==> config.mk <==
export PLATFORM = sky130hd
export DESIGN_NAME = timer16_core
export DESIGN_NICKNAME = d
export VERILOG_FILES = /design/src/timer16_pkg.sv /design/src/tick_gen.sv /design/src/timer16_core.sv
export VERILOG_INCLUDE_DIRS = /design/src
export SDC_FILE = /design/constraint.sdc
export NUM_CORES = 1
export LEC_CHECK = 0
export BUFFER_PORTS_ARGS = -buffer_cell sky130_fd_sc_hd__buf_2
export CAP_MARGIN = 20
export CORE_MARGIN = 2
export CORE_UTILIZATION = 45
export DETAILED_ROUTE_END_ITERATION = 7
export GPL_ROUTABILITY_DRIVEN = 0
export PLACE_DENSITY = 0.74
export SLEW_MARGIN = 20
export SYNTH_ARGS = -nofsm -noshare
export SYNTH_HDL_FRONTEND = slang
export SYNTH_SLANG_ARGS = --single-unit
==> constraint.sdc <==
create_clock -name CORE_CLK -period 4.3 [get_ports CORE_CLK]
set_input_delay 0.86 -clock CORE_CLK [delete_from_list [all_inputs] [get_ports CORE_CLK]]
set_output_delay 0.86 -clock CORE_CLK [all_outputs]
set_load 0.01 [all_outputs]
==> src/timer16_defines.svh <==
/*
  Offsets, field positions, reset values and counts for the 16-bit timer.
  Assumes byte addresses on a 32-bit AXI4-Lite bus, one 8-bit register per word.
*/
// Notes on behaviour
// - Wide values reached as two byte accesses.
// - One high-byte staging latch shared per timer.
// - Low-byte write loads staged high byte together.
// - Counter or capture low-byte read copies high byte into latch.
// - Compare reads bypass latch, latch unchanged.
// - Control registers are plain, any order.
// - Tick from prescaler or edge-selected pin.
// - Both buffered compares checked on every timer tick but the first after a counter write.
// - Match drives wave output and sets flag.
// - Capture edge copies counter into capture register unless that register is the ceiling.
// - Selectable noise filter before capture edge detect.
// - Ceiling fixed, compare A or capture register.
// - Compare-A ceiling: no PWM A, ceiling buffered in PWM modes only.
// - Capture-register ceiling leaves PWM A usable.
// - Counter zero is the bottom condition.
// - Counter 0xFFFF is the maximum condition.
// - Four flags, each individually maskable.
// - High-byte writes, and counter or capture high reads, access the staging latch.
// - Counter write beats count or clear.
// - Capture flag set with the capture copy.
// - Select zero stops counting, access still works.
`ifndef TIMER16_DEFINES_SVH
`define TIMER16_DEFINES_SVH

`define OFF_CTL_A     8'h00
`define OFF_CTL_B     8'h04
`define OFF_COUNT_LO  8'h08
`define OFF_COUNT_HI  8'h0c
`define OFF_CMPA_LO   8'h10
`define OFF_CMPA_HI   8'h14
`define OFF_CMPB_LO   8'h18
`define OFF_CMPB_HI   8'h1c
`define OFF_CAP_LO    8'h20
`define OFF_CAP_HI    8'h24
`define OFF_FLAGS     8'h28
`define OFF_MASK      8'h2c
`define OFF_CAP_SRC   8'h30

// timer_control_a
`define CTLA_COM_A    7:6
`define CTLA_COM_B    5:4
`define CTLA_WGM_LO   1:0
// timer_control_b
`define CTLB_FILT_EN  7
`define CTLB_EDGE     6
`define CTLB_WGM_HI   4:3
`define CTLB_CS       2:0
// timer_flag_reg / timer_mask_reg
`define FLG_OVF       0
`define FLG_MATCH_A   1
`define FLG_MATCH_B   2
`define FLG_CAPTURE   3

`define RST_BYTE      8'h00
`define RST_WORD      16'h0000
`define CNT_BOTTOM    16'h0000
`define CNT_MAX       16'hffff
`define TOP_8BIT      16'h00ff
`define TOP_9BIT      16'h01ff
`define TOP_10BIT     16'h03ff

`define CS_STOP       3'h0
`define CS_DIV1       3'h1
`define CS_DIV8       3'h2
`define CS_DIV64      3'h3
`define CS_DIV256     3'h4
`define CS_DIV1024    3'h5
`define CS_EXT_FALL   3'h6
`define CS_EXT_RISE   3'h7
`define PRESCALE_W    10

`define RESP_OKAY     2'h0
`define RESP_SLVERR   2'h2

`endif

==> src/timer16_pkg.sv <==
/*
  Types for the 16-bit timer: ceiling kinds and the state records.
  Assumes timer16_defines.svh is compiled alongside.
*/
package timer16_pkg;

  typedef enum logic [5:0] {
    TOP_MAX  = 6'b000001,
    TOP_FF   = 6'b000010,
    TOP_1FF  = 6'b000100,
    TOP_3FF  = 6'b001000,
    TOP_OCRA = 6'b010000,
    TOP_ICR  = 6'b100000
  } top_kind_t;

  typedef struct packed {
    logic [9:0] pre;
    logic       ext_prev;
    logic       tick;
  } tick_state_t;

  typedef struct packed {
    logic       awready;
    logic       wready;
    logic       bvalid;
    logic [1:0] bresp;
    logic       waddr_ok;
    logic [7:0] waddr;
    logic [7:0] wdata;
    logic       wen;
    logic       arready;
    logic       rvalid;
    logic [1:0] rresp;
    logic [7:0] rdata;
    logic [7:0] ctl_a;
    logic [7:0] ctl_b;
    logic [15:0] count;
    logic       block;
    logic [7:0] temp;
    logic [15:0] cmpa;
    logic [15:0] cmpb;
    logic [15:0] cmpa_buf;
    logic [15:0] cmpb_buf;
    logic [15:0] cap;
    logic [3:0] flags;
    logic [3:0] mask;
    logic [3:0] irq;
    logic       cap_src;
    logic [7:0] filt;
    logic       level;
    logic       wave_a;
    logic       wave_b;
  } timer_state_t;

endpackage

==> src/tick_gen.sv <==
/*
  Timer tick source: free-running prescaler and external pin edge detector.
  Assumes ext_pin is already synchronous to clk.
*/
`timescale 1ns/1ps
`include "timer16_defines.svh"

module tick_gen
  import timer16_pkg::*;
(
  input  wire logic       clk,
  input  wire logic       rst,
  input  wire logic [2:0] clock_source_select,
  input  wire logic       ext_count_pin,
  output logic            timer_tick
);

  tick_state_t s_r;
  tick_state_t s_nxt;

  always_comb begin
    s_nxt          = s_r;
    s_nxt.pre      = s_r.pre + 10'h001;
    s_nxt.ext_prev = ext_count_pin;
    case (clock_source_select)
      `CS_DIV1:     s_nxt.tick = 1'b1;
      `CS_DIV8:     s_nxt.tick = &s_r.pre[2:0];
      `CS_DIV64:    s_nxt.tick = &s_r.pre[5:0];
      `CS_DIV256:   s_nxt.tick = &s_r.pre[7:0];
      `CS_DIV1024:  s_nxt.tick = &s_r.pre[9:0];
      `CS_EXT_FALL: s_nxt.tick = s_r.ext_prev & ~ext_count_pin;
      `CS_EXT_RISE: s_nxt.tick = ~s_r.ext_prev & ext_count_pin;
      default:      s_nxt.tick = 1'b0;
    endcase
  end

  always_ff @(posedge clk) begin
    if (rst) begin
      s_r <= '0;
    end else begin
      s_r <= s_nxt;
    end
  end

  assign timer_tick = s_r.tick;

endmodule

==> src/timer16_core.sv <==
/*
  16-bit timer/counter with two buffered compares, filtered input capture,
  shared high-byte staging latch and an AXI4-Lite register slave.
  Assumes all pins are synchronous to CORE_CLK; one write and one read at once.
*/
`timescale 1ns/1ps
`include "timer16_defines.svh"

module timer16_core
  import timer16_pkg::*;
#(
  parameter int ADDR_W     = 8,
  parameter int FILTER_LEN = 4
) (
  input  wire logic              CORE_CLK,
  input  wire logic              RST,
  input  wire logic [ADDR_W-1:0] S_AXI_AWADDR,
  input  wire logic [2:0]        S_AXI_AWPROT,
  input  wire logic              S_AXI_AWVALID,
  output logic                   S_AXI_AWREADY,
  input  wire logic [31:0]       S_AXI_WDATA,
  input  wire logic [3:0]        S_AXI_WSTRB,
  input  wire logic              S_AXI_WVALID,
  output logic                   S_AXI_WREADY,
  output logic [1:0]             S_AXI_BRESP,
  output logic                   S_AXI_BVALID,
  input  wire logic              S_AXI_BREADY,
  input  wire logic [ADDR_W-1:0] S_AXI_ARADDR,
  input  wire logic [2:0]        S_AXI_ARPROT,
  input  wire logic              S_AXI_ARVALID,
  output logic                   S_AXI_ARREADY,
  output logic [31:0]            S_AXI_RDATA,
  output logic [1:0]             S_AXI_RRESP,
  output logic                   S_AXI_RVALID,
  input  wire logic              S_AXI_RREADY,
  input  wire logic              EXT_COUNT_PIN,
  input  wire logic              CAPTURE_PIN,
  input  wire logic              COMPARATOR_OUTPUT,
  output logic                   WAVE_OUT_A,
  output logic                   WAVE_OUT_B,
  output logic [3:0]             IRQ_REQ
);

  generate
    if (ADDR_W < 8) begin : g_bad_addr
      $error("ADDR_W must be at least 8");
    end
    if (FILTER_LEN < 2 || FILTER_LEN > 8) begin : g_bad_filt
      $error("FILTER_LEN must lie in 2..8");
    end
  endgenerate

  timer_state_t s_r;
  timer_state_t s_nxt;
  logic         tick;

  function automatic top_kind_t top_kind(input logic [3:0] wgm);
    case (wgm)
      4'h1, 4'h5:        top_kind = TOP_FF;
      4'h2, 4'h6:        top_kind = TOP_1FF;
      4'h3, 4'h7:        top_kind = TOP_3FF;
      4'h4, 4'h9, 4'hb,
      4'hf:              top_kind = TOP_OCRA;
      4'h8, 4'ha, 4'hc,
      4'he:              top_kind = TOP_ICR;
      default:           top_kind = TOP_MAX;
    endcase
  endfunction

  // Counting here is single-slope; PWM modes differ in compare update, wave output and overflow flag
  function automatic logic is_pwm(input logic [3:0] wgm);
    is_pwm = !(wgm == 4'h0 || wgm == 4'h4 || wgm == 4'hc || wgm == 4'hd);
  endfunction

  function automatic logic [15:0] top_value(input top_kind_t k,
                                            input logic [15:0] ocra,
                                            input logic [15:0] icr);
    case (k)
      TOP_FF:   top_value = `TOP_8BIT;
      TOP_1FF:  top_value = `TOP_9BIT;
      TOP_3FF:  top_value = `TOP_10BIT;
      TOP_OCRA: top_value = ocra;
      TOP_ICR:  top_value = icr;
      default:  top_value = `CNT_MAX;
    endcase
  endfunction

  function automatic logic wave_next(input logic cur, input logic [1:0] com,
                                     input logic pwm, input logic bottom,
                                     input logic match);
    wave_next = cur;
    if (pwm) begin
      if (bottom && com[1]) begin
        wave_next = ~com[0];
      end
      if (match && com[1]) begin
        wave_next = com[0];
      end
    end else if (match) begin
      case (com)
        2'h1:    wave_next = ~cur;
        2'h2:    wave_next = 1'b0;
        2'h3:    wave_next = 1'b1;
        default: wave_next = cur;
      endcase
    end
  endfunction

  function automatic logic addr_mapped(input logic [7:0] a);
    addr_mapped = (a[1:0] == 2'h0) && (a <= `OFF_CAP_SRC);
  endfunction

  function automatic logic filt_stable(input logic [7:0] f, input int len);
    logic ones;
    logic zeros;
    ones  = 1'b1;
    zeros = 1'b1;
    for (int i = 0; i < 8; i++) begin
      if (i < len) begin
        ones  = ones & f[i];
        zeros = zeros & ~f[i];
      end
    end
    filt_stable = ones | zeros;
  endfunction

  tick_gen u_tick (
    .clk                 (CORE_CLK),
    .rst                 (RST),
    .clock_source_select (s_r.ctl_b[`CTLB_CS]),
    .ext_count_pin       (EXT_COUNT_PIN),
    .timer_tick          (tick)
  );

  always_comb begin
    logic [3:0]  wgm;
    top_kind_t   kind;
    logic        pwm;
    logic [15:0] top;
    logic        at_top;
    logic        match_a;
    logic        match_b;
    logic        do_wr;
    logic        wr;
    logic        rd;
    logic [7:0]  ra;
    logic [3:0]  set;
    logic [3:0]  clr;
    logic        new_level;
    wgm       = {s_r.ctl_b[`CTLB_WGM_HI], s_r.ctl_a[`CTLA_WGM_LO]};
    kind      = top_kind(wgm);
    pwm       = is_pwm(wgm);
    top       = top_value(kind, s_r.cmpa, s_r.cap);
    at_top    = s_r.count == top;
    s_nxt     = s_r;
    set       = 4'h0;
    clr       = 4'h0;
    match_a   = 1'b0;
    match_b   = 1'b0;
    do_wr     = 1'b0;
    wr        = 1'b0;
    rd        = 1'b0;
    new_level = s_r.level;
    ra        = S_AXI_ARADDR[7:0];

    // Write channel: address and data taken in either order
    if (S_AXI_AWVALID && s_r.awready) begin
      s_nxt.awready  = 1'b0;
      s_nxt.waddr    = S_AXI_AWADDR[7:0];
      s_nxt.waddr_ok = (S_AXI_AWADDR >> 8) == '0;
    end
    if (S_AXI_WVALID && s_r.wready) begin
      s_nxt.wready = 1'b0;
      s_nxt.wdata  = S_AXI_WDATA[7:0];
      s_nxt.wen    = S_AXI_WSTRB[0];
    end
    do_wr = !s_r.awready && !s_r.wready && !s_r.bvalid;
    wr    = do_wr && s_r.wen && s_r.waddr_ok && addr_mapped(s_r.waddr);
    if (do_wr) begin
      s_nxt.bvalid = 1'b1;
      s_nxt.bresp  = (s_r.waddr_ok && addr_mapped(s_r.waddr)) ? `RESP_OKAY : `RESP_SLVERR;
    end
    if (s_r.bvalid && S_AXI_BREADY) begin
      s_nxt.bvalid  = 1'b0;
      s_nxt.awready = 1'b1;
      s_nxt.wready  = 1'b1;
    end

    // Compare is checked on each tick; a counter write masks the next tick's match
    match_a = tick && !s_r.block && s_r.count == s_r.cmpa;
    match_b = tick && !s_r.block && s_r.count == s_r.cmpb;

    if (tick) begin
      s_nxt.block = 1'b0;
      s_nxt.count = at_top ? `CNT_BOTTOM : s_r.count + 16'h0001;
      if (pwm && at_top) begin
        s_nxt.cmpa = s_r.cmpa_buf;
        s_nxt.cmpb = s_r.cmpb_buf;
      end
    end
    if (pwm) begin
      set[`FLG_OVF] = tick && at_top;
    end else begin
      set[`FLG_OVF] = tick && s_r.count == `CNT_MAX;
    end
    set[`FLG_MATCH_A] = match_a;
    set[`FLG_MATCH_B] = match_b;

    // Compare-A as PWM ceiling cannot also shape channel A
    if (!(pwm && kind == TOP_OCRA)) begin
      s_nxt.wave_a = wave_next(s_r.wave_a, s_r.ctl_a[`CTLA_COM_A], pwm,
                               tick && at_top, match_a);
    end
    s_nxt.wave_b = wave_next(s_r.wave_b, s_r.ctl_a[`CTLA_COM_B], pwm,
                             tick && at_top, match_b);

    // Capture: optional filter, then edge select
    s_nxt.filt = {s_r.filt[6:0], s_r.cap_src ? COMPARATOR_OUTPUT : CAPTURE_PIN};
    if (s_r.ctl_b[`CTLB_FILT_EN]) begin
      new_level = filt_stable(s_r.filt, FILTER_LEN) ? s_r.filt[0] : s_r.level;
    end else begin
      new_level = s_r.filt[0];
    end
    s_nxt.level = new_level;
    // Capture register is the ceiling in those modes, so it stops sampling
    if (kind != TOP_ICR && new_level != s_r.level
        && new_level == s_r.ctl_b[`CTLB_EDGE]) begin
      s_nxt.cap          = s_r.count;
      set[`FLG_CAPTURE]  = 1'b1;
    end

    // Register writes; the staging latch serves every wide register
    if (wr) begin
      case (s_r.waddr)
        `OFF_CTL_A:   s_nxt.ctl_a = s_r.wdata;
        `OFF_CTL_B:   s_nxt.ctl_b = s_r.wdata;
        `OFF_COUNT_LO: begin
          s_nxt.count = {s_r.temp, s_r.wdata};
          s_nxt.block = 1'b1;
        end
        `OFF_CMPA_LO: begin
          s_nxt.cmpa_buf = {s_r.temp, s_r.wdata};
          if (!pwm) begin
            s_nxt.cmpa = {s_r.temp, s_r.wdata};
          end
        end
        `OFF_CMPB_LO: begin
          s_nxt.cmpb_buf = {s_r.temp, s_r.wdata};
          if (!pwm) begin
            s_nxt.cmpb = {s_r.temp, s_r.wdata};
          end
        end
        `OFF_CAP_LO: begin
          if (kind == TOP_ICR) begin
            s_nxt.cap = {s_r.temp, s_r.wdata};
          end
        end
        `OFF_COUNT_HI, `OFF_CMPA_HI,
        `OFF_CMPB_HI, `OFF_CAP_HI: s_nxt.temp = s_r.wdata;
        `OFF_FLAGS:   clr = s_r.wdata[3:0];
        `OFF_MASK:    s_nxt.mask = s_r.wdata[3:0];
        `OFF_CAP_SRC: s_nxt.cap_src = s_r.wdata[0];
        default:      s_nxt.mask = s_r.mask;
      endcase
    end

    // Hardware set wins over a same-cycle write-one clear
    s_nxt.flags = (s_r.flags & ~clr) | set;
    s_nxt.irq   = s_r.flags & s_r.mask;

    // Read channel: data and latch side effect fixed at the address handshake
    rd = S_AXI_ARVALID && s_r.arready && ((S_AXI_ARADDR >> 8) == '0);
    if (S_AXI_ARVALID && s_r.arready) begin
      s_nxt.arready = 1'b0;
      s_nxt.rvalid  = 1'b1;
      s_nxt.rresp   = (rd && addr_mapped(ra)) ? `RESP_OKAY : `RESP_SLVERR;
      s_nxt.rdata   = `RST_BYTE;
      if (rd) begin
        case (ra)
          `OFF_CTL_A:    s_nxt.rdata = s_r.ctl_a;
          `OFF_CTL_B:    s_nxt.rdata = s_r.ctl_b;
          `OFF_COUNT_LO: begin
            s_nxt.rdata = s_r.count[7:0];
            s_nxt.temp  = s_r.count[15:8];
          end
          `OFF_CMPA_LO:  s_nxt.rdata = s_r.cmpa_buf[7:0];
          `OFF_CMPA_HI:  s_nxt.rdata = s_r.cmpa_buf[15:8];
          `OFF_CMPB_LO:  s_nxt.rdata = s_r.cmpb_buf[7:0];
          `OFF_CMPB_HI:  s_nxt.rdata = s_r.cmpb_buf[15:8];
          `OFF_CAP_LO:   begin
            s_nxt.rdata = s_r.cap[7:0];
            s_nxt.temp  = s_r.cap[15:8];
          end
          `OFF_COUNT_HI, `OFF_CAP_HI: s_nxt.rdata = s_r.temp;
          `OFF_FLAGS:    s_nxt.rdata = {4'h0, s_r.flags};
          `OFF_MASK:     s_nxt.rdata = {4'h0, s_r.mask};
          `OFF_CAP_SRC:  s_nxt.rdata = {7'h00, s_r.cap_src};
          default:       s_nxt.rdata = `RST_BYTE;
        endcase
      end
    end
    if (s_r.rvalid && S_AXI_RREADY) begin
      s_nxt.rvalid  = 1'b0;
      s_nxt.arready = 1'b1;
    end
  end

  always_ff @(posedge CORE_CLK) begin
    if (RST) begin
      s_r         <= '0;
      s_r.awready <= 1'b1;
      s_r.wready  <= 1'b1;
      s_r.arready <= 1'b1;
    end else begin
      s_r <= s_nxt;
    end
  end

  assign S_AXI_AWREADY = s_r.awready;
  assign S_AXI_WREADY  = s_r.wready;
  assign S_AXI_BVALID  = s_r.bvalid;
  assign S_AXI_BRESP   = s_r.bresp;
  assign S_AXI_ARREADY = s_r.arready;
  assign S_AXI_RVALID  = s_r.rvalid;
  assign S_AXI_RRESP   = s_r.rresp;
  assign S_AXI_RDATA   = {24'h000000, s_r.rdata};
  assign WAVE_OUT_A    = s_r.wave_a;
  assign WAVE_OUT_B    = s_r.wave_b;
  assign IRQ_REQ       = s_r.irq;

endmodule

Yosys cells after proc, flatten, opt, wreduce, memory -nomap -nowiden
Memories as Yosys holds them, arrays and structs flattened.
Cells that the tools add are included.
Widths: inputs -> output; s select.
{"block": "totals", "reg_bits": 188, "romBits": 96, "out_inout_bits": 47, "memories": 1}
{"name": "(name not given)", "words": 16, "word_bits": 6, "read_ports": 1, "rd_ports_with_merged_regs": 0, "wr": 0, "line_no": "timer16_core.sv:58", "text": "case (wgm)"}
{"block": "classes", "eq_ne": 56, "muxes": 48, "n_lt_le_gt_ge": 2, "reduce_logical": 58, "add_sub_neg": 2, "bitwise": 24}
{"operator": "$mux 16", "count": 10}
{"operator": "$mux 105", "count": 1}
{"operator": "$pmux 8 s12", "count": 1}
{"operator": "$eq 8x6->1 const B", "count": 10}
{"operator": "$pmux 16 s5", "count": 1}
{"operator": "$eq 8x5->1 const B", "count": 8}
{"operator": "$mux 32", "count": 2}
{"operator": "$eq 16x16->1", "count": 3}
{"operator": "$mux 17", "count": 2}
{"operator": "$eq 8x4->1 const B", "count": 4}
{"operator": "$logic_and 1x1->1", "count": 27}
{"operator": "$mux 1", "count": 21}
{"operator": "$add 16x1->16 const B", "count": 1}
{"operator": "$eq 16x16->1 const B", "count": 1}
{"operator": "$eq 8x3->1 const B", "count": 2}
{"operator": "$le 8x6->1 const B", "count": 2}
{"operator": "$logic_not 8->1", "count": 2}
{"operator": "$mux 8", "count": 2}
{"operator": "$pmux 8 s2", "count": 1}
{"operator": "$eq 3x3->1 const B", "count": 4}
{"operator": "$reduce_and 2->1", "count": 6}
{"operator": "$not 1->1", "count": 11}
{"operator": "$add 10x1->10 const B", "count": 1}
{"operator": "$reduce_and 10->1", "count": 1}
{"operator": "other kinds (36)", "count": 66}

Depth between registers and ports, before layout
{"block": "depth", "depth_word": 20, "ltp_mapped": 11, "ltp_nobuf": 8}

Modules after synthesis
A second synthesis with hierarchy kept.
{"block": "unflattened", "cells_unflattened": 1180, "hier_area_um2": 9869.5}
{"module": "timer16_core", "n_inst": 1, "cells_each": 1125, "area_per_inst_um2": 9344.0}
{"module": "tick_gen", "n_inst": 1, "cells_each": 55, "area_per_inst_um2": 525.5}

Least setup slack after synthesis
No wires, ideal clock.
{"block": "synth_path", "path_kind": "reg-to-reg", "start": "reg s_r[138] in the netlist's numbering", "end": "reg s_r[119] in the netlist's numbering", "setup_slack_ns": 1.642, "arrival_ns": 2.527, "n_path_buf": 2, "t_required_ns": 4.169, "path_stages_with_launch": 11, "cell_sequence": "dfxtp_1 > nand2b_1 > buf_4 > o221a_1 > o21ba_1 > or2_1 > or4_1 > or4_4 > nor2_4 > buf_6 > o31ai_1"}
{"block": "synth_via", "elab_chain_cells": 8}
{"item": "start: declaration", "line_no": "timer16_core.sv:53", "text": "timer_state_t s_r;"}
{"item": "start signal: assignment", "line_no": "timer16_core.sv:315", "text": "s_r <= s_nxt;"}
{"item": "$mem_v2 16x6 (*)"}
{"item": "$eq 6x6->1, or another cell as far along", "line_no": "timer16_core.sv:78", "text": "case (k)"}
{"item": "$pmux 16 s5 (*)", "line_no": "timer16_core.sv:78"}
{"item": "$eq 16x16->1 (*)", "line_no": "timer16_core.sv:154", "text": "at_top = s_r.count == top;"}
{"item": "$mux 16 (*)", "line_no": "timer16_core.sv:195", "text": "s_nxt.count = at_top ? `CNT_BOTTOM : s_r.count + 16'h0001;"}
{"item": "$mux 17 (*)", "line_no": "timer16_core.sv:193", "text": "if (tick) begin"}
{"item": "$mux 17", "line_no": "timer16_core.sv:234", "text": "case (s_r.waddr)"}
{"item": "$mux 105 (*)", "line_no": "timer16_core.sv:233", "text": "if (wr) begin"}
Every way passes the cells marked *; elsewhere a longest branch is shown, timed or not.
A chain may end at the register's enable or synchronous reset.

Final worst setup path
{"block": "layout_path", "start": "reg s_r, in the netlist S_AXI_WREADY", "end": "reg s_r[118] in the netlist's numbering"}
{"block": "layout_via", "elab_chain_cells": 7}
{"item": "$logic_not 1->1", "line_no": "timer16_core.sv:177", "text": "do_wr = !s_r.awready && !s_r.wready && !s_r.bvalid;"}
{"item": "$logic_and 1x1->1 (2 in a row)", "line_no": "timer16_core.sv:177"}
{"item": "$logic_and 1x1->1 (3 in a row)", "line_no": "timer16_core.sv:178", "text": "wr = do_wr && s_r.wen && s_r.waddr_ok && addr_mapped(s_r.waddr);"}
{"item": "$mux 105", "line_no": "timer16_core.sv:233"}
No other way between the ends.

==> results_tabular.tex <==
\begin{tabular}{lr}
\hline
Metric & Value \\
\hline
\multicolumn{2}{l}{\textbf{Worst setup path}} \\
Worst Path Class, Setup & reg2reg \\
Worst EP arrival & 3650 ps \\
Maximum net fanout on the critical path & 14 \\
First element of the critical path & S\_AXI\_WREADY\$\_SDFFE\_PP1P\_ \\
Worst setup EP type & register \\
Required arrival time at the worst endpoint & 4650 ps \\
Start of the worst register-to-register path & S\_AXI\_WREADY\$\_SDFFE\_PP1P\_ \\
Crit start category & register \\
\multicolumn{2}{l}{\textbf{Synth}} \\
Number of unique standard cell types used by synthesis & 70 \\
Ys Warns & 0 \\
Dominant synthesized flop cell & sky130\_fd\_sc\_hd\_\_dfxtp\_1 \\
Library cell occupying the most area in the post-synthesis netlist & sky130\_fd\_sc\_hd\_\_dfxtp\_1 \\
Synthesized cell area & 9950 um2 \\
Post-Synthesis Mean Instance Area & 8.15 um2 \\
Number of enable-type register cells in the synthesized netlist & 0 \\
Library cell with the highest instance count after synthesis & sky130\_fd\_sc\_hd\_\_dfxtp\_1 \\
Syn Inst Count & 1221 \\
Most common library cells after synthesis & sky130\_fd\_sc\_hd\_\_dfxtp\_1, sky130\_fd\_sc\_hd\_\_nand2\_1, sky130\_fd\_sc\_hd\_\_nor2\_1 \\
Asr flop ratio synth & 0\% \\
Post-synthesis sequential area ratio & 37.4\% \\
Fraction of post-synthesis cell area in the top cell type by area & 37.4\% \\
Seq cells post-synth & 186 \\
Biggest area contributors in the synthesized netlist & sky130\_fd\_sc\_hd\_\_dfxtp\_1, sky130\_fd\_sc\_hd\_\_nand2\_1, sky130\_fd\_sc\_hd\_\_nor2\_1 \\
\multicolumn{2}{l}{\textbf{STA}} \\
Final Hold Fails & 0 \\
Highest clock frequency the design can meet & 303 MHz \\
Total of endpoints with negative setup slack in the final report & 0 \\
Layout Skew & 11.6 ps \\
Sum of negative setup slack & 0 ps \\
Setup repair after global routing missed its margin & no \\
Ratio of final minimum period to clock period & 76.7\% \\
Number of pins exceeding their max-slew limit in the final report & 0 \\
Slew margin rel. & 41.5\% \\
Min Tclk post-route & 3300 ps \\
Hold\_ws & 456 ps \\
Transition at the pin with the smallest max-transition slack & 874 ps \\
\multicolumn{2}{l}{\textbf{Layout}} \\
Final design instance area without fill & 10700 um2 \\
Net count reported at finish & 1275 \\
Layout cells sized above 1 & 12.6\% \\
Ant. Diodes & 0 \\
P\&R area growth vs syn & 7.87\% \\
Post-Layout Cell Count & 1497 \\
\multicolumn{2}{l}{\textbf{Clocking}} \\
Number of sinks on the clock net & 186 \\
Number of buffers created by CTS & 17 \\
Longest Clk Path Bufs & 2 \\
Post-CTS setup buffers & 0 \\
CTS tree & done \\
CTS root buffer & sky130\_fd\_sc\_hd\_\_clkbuf\_16 \\
Post-CTS Resized & 0 \\
Worst-Skew Late Latency & 440 ps \\
Clock H-tree levels & 4 \\
Clock transition at the registers of the reported paths & 80 ps \\
CTS hold repair buffers & 0 \\
\multicolumn{2}{l}{\textbf{Floorplan}} \\
I/O pin count & 115 \\
Y dimension of the die & 153 um \\
Die Footprint & 23300 um2 \\
Effective utilization at floorplan & 45.7\% \\
DIE WIDTH & 153 um \\
Number of rows created at floorplan & 54 \\
Area of the core & 21800 um2 \\
\multicolumn{2}{l}{\textbf{Routing}} \\
Average routed wire per standard cell & 20.2 um \\
Total wire length & 30200 um \\
Drt first-iter violations & 1170 \\
DRC violation count after routing & 0 \\
Number of nets with antenna violations after routing & 0 \\
Total vias in the final route & 9244 \\
Drt first pass iters & 6 \\
Routed via count divided by cell count & 6.18 \\
\multicolumn{2}{l}{\textbf{Power and ir drop}} \\
Overall Power & 3570 uW \\
Worst supply voltage drop on vdd & 0.307 mV \\
Leakage power & 0.00389 uW \\
Power density cells & 333 nW/um2 \\
\multicolumn{2}{l}{\textbf{Global route}} \\
Pin count of the biggest net entering global routing & 77 \\
Initial antenna violation count & 0 \\
Vias in the first global route & 8491 \\
Grt ovf & 0 \\
Global-route total usage across every layer & 25.4\% \\
Wire length of the first global-routing pass & 47200 um \\
\multicolumn{2}{l}{\textbf{Place}} \\
Quantity of I/O buffers inserted on ports & 55 \\
Half-perimeter wire length after placement & 21000 um \\
Number of placed instances, taps included & 1465 \\
Placed cell area & 10100 um2 \\
\multicolumn{2}{l}{\textbf{Flow run}} \\
Total of max-cap violations & 0 \\
\multicolumn{2}{l}{\textbf{Status}} \\
Outcome & completed \\
\multicolumn{2}{l}{\textbf{Hold path}} \\
Min-delay src & s\_r[167]\$\_SDFFE\_PP0P\_ \\
Min-Delay Path Class & reg2reg \\
\hline
\end{tabular}
==> layer usage <==
metal  vias up  track usage, %  share of wire [%]
li1       4237               -                  -
met1      4371            33.8                 41
met2       545            39.6                 45
met3        91            4.89                 10
met4         0            12.2                4.1
met5         -               0                  0
==> layout by cell type (no fill, tap or decap), types with 18 or more instances in the layout <==
cell                       count
sky130_fd_sc_hd__a21oi_1      84
sky130_fd_sc_hd__a211oi_1     19
sky130_fd_sc_hd__a221oi_1     18
sky130_fd_sc_hd__dfxtp_1     186
sky130_fd_sc_hd__a31oi_1      20
sky130_fd_sc_hd__conb_1       26
sky130_fd_sc_hd__buf_4        28
sky130_fd_sc_hd__inv_1        26
sky130_fd_sc_hd__xnor2_1      41
sky130_fd_sc_hd__o21ai_0      29
sky130_fd_sc_hd__mux2_2       28
sky130_fd_sc_hd__a22oi_1      18
sky130_fd_sc_hd__nand3_1      48
sky130_fd_sc_hd__buf_2        54
sky130_fd_sc_hd__nand2_1     163
sky130_fd_sc_hd__mux2i_1      41
sky130_fd_sc_hd__a22o_1       35
sky130_fd_sc_hd__nor2_1      113
==> per-stage QoR <==
| step | utilization [%] | setup slack (ps) |
|---|---|---|
| 2_1_floorplan | - | 1640 |
| 3_3_place_gp | 46.6 | 1120 |
| 3_5_place_dp | 46.6 | 1090 |
| 4_1_cts | 49.3 | 1080 |
| 5_1_grt | 49.3 | 805 |
| 6_report | 49.3 | 1000 |
==> logic make-up (layout without fill, tap and decap cells) <==
kind of cell               count (synthesis)  in the layout  share of synthesized area [%]
and+or+nand+nor                          429            429                           19.8
muxes                                     75             75                           7.97
other                                      1             26                         0.0377
DFF                                      186            186                           37.4
buffers and inverters                    170            141                           8.50
xor gates and xnor gates                  58             58                           5.11
adders and majority gates                  3              3                          0.377
AOI/OAI and AO/OA                        299            299                           20.8
==> flip-flops by register name, summed over array words and instances (netlist names), 4 cells and up <==
name / cells
s_r: 149
u_tick.s_r: 11
S_AXI_RDATA: 8
IRQ_REQ: 4
s_nxt: 4
==> path summary, 6_finish.rpt <==
path / slack [ps] / endpoint / cells after the start
setup reg to reg: 1000 / s_r[118]$_SDFF_PP0_ / 7
hold reg to reg: 460 / s_r[167]$_SDFFE_PP0P_ / 2
setup / recovery: 1000 / s_r[118]$_SDFF_PP0_ / 7
hold / removal: 460 / s_r[167]$_SDFFE_PP0P_ / 2
==> cell type report <==
class	count	area (um2)
fillers	2058	11000
multi-input cells	890	5470
flip-flops and latches	186	3720
repair buffers	82	480
clock buffers	17	425
well taps	280	350
clock inverters	15	178
inverters	27	101
==> where the power goes <==
| group | switching, uW | internal (uW) | leakage, uW | total, uW |
|---|---|---|---|---|
| clock | 770 | 834 | 0.000293 | 1600 |
| combinational | 117 | 57.5 | 0.00209 | 175 |
| sequential | 45.8 | 1750 | 0.00151 | 1790 |
==> worst max-delay path: stages (launching register included) <==
cell and delay [ps]:
sky130_fd_sc_hd__dfxtp_1 430, sky130_fd_sc_hd__nor3_1 470, sky130_fd_sc_hd__nand2_1 230, sky130_fd_sc_hd__nor4_1 660
sky130_fd_sc_hd__nand2_1 390, sky130_fd_sc_hd__nor2_1 770, sky130_fd_sc_hd__nand2_1 150, sky130_fd_sc_hd__o31ai_1 100
No activity file was read; power rests on OpenSTA's default activity.
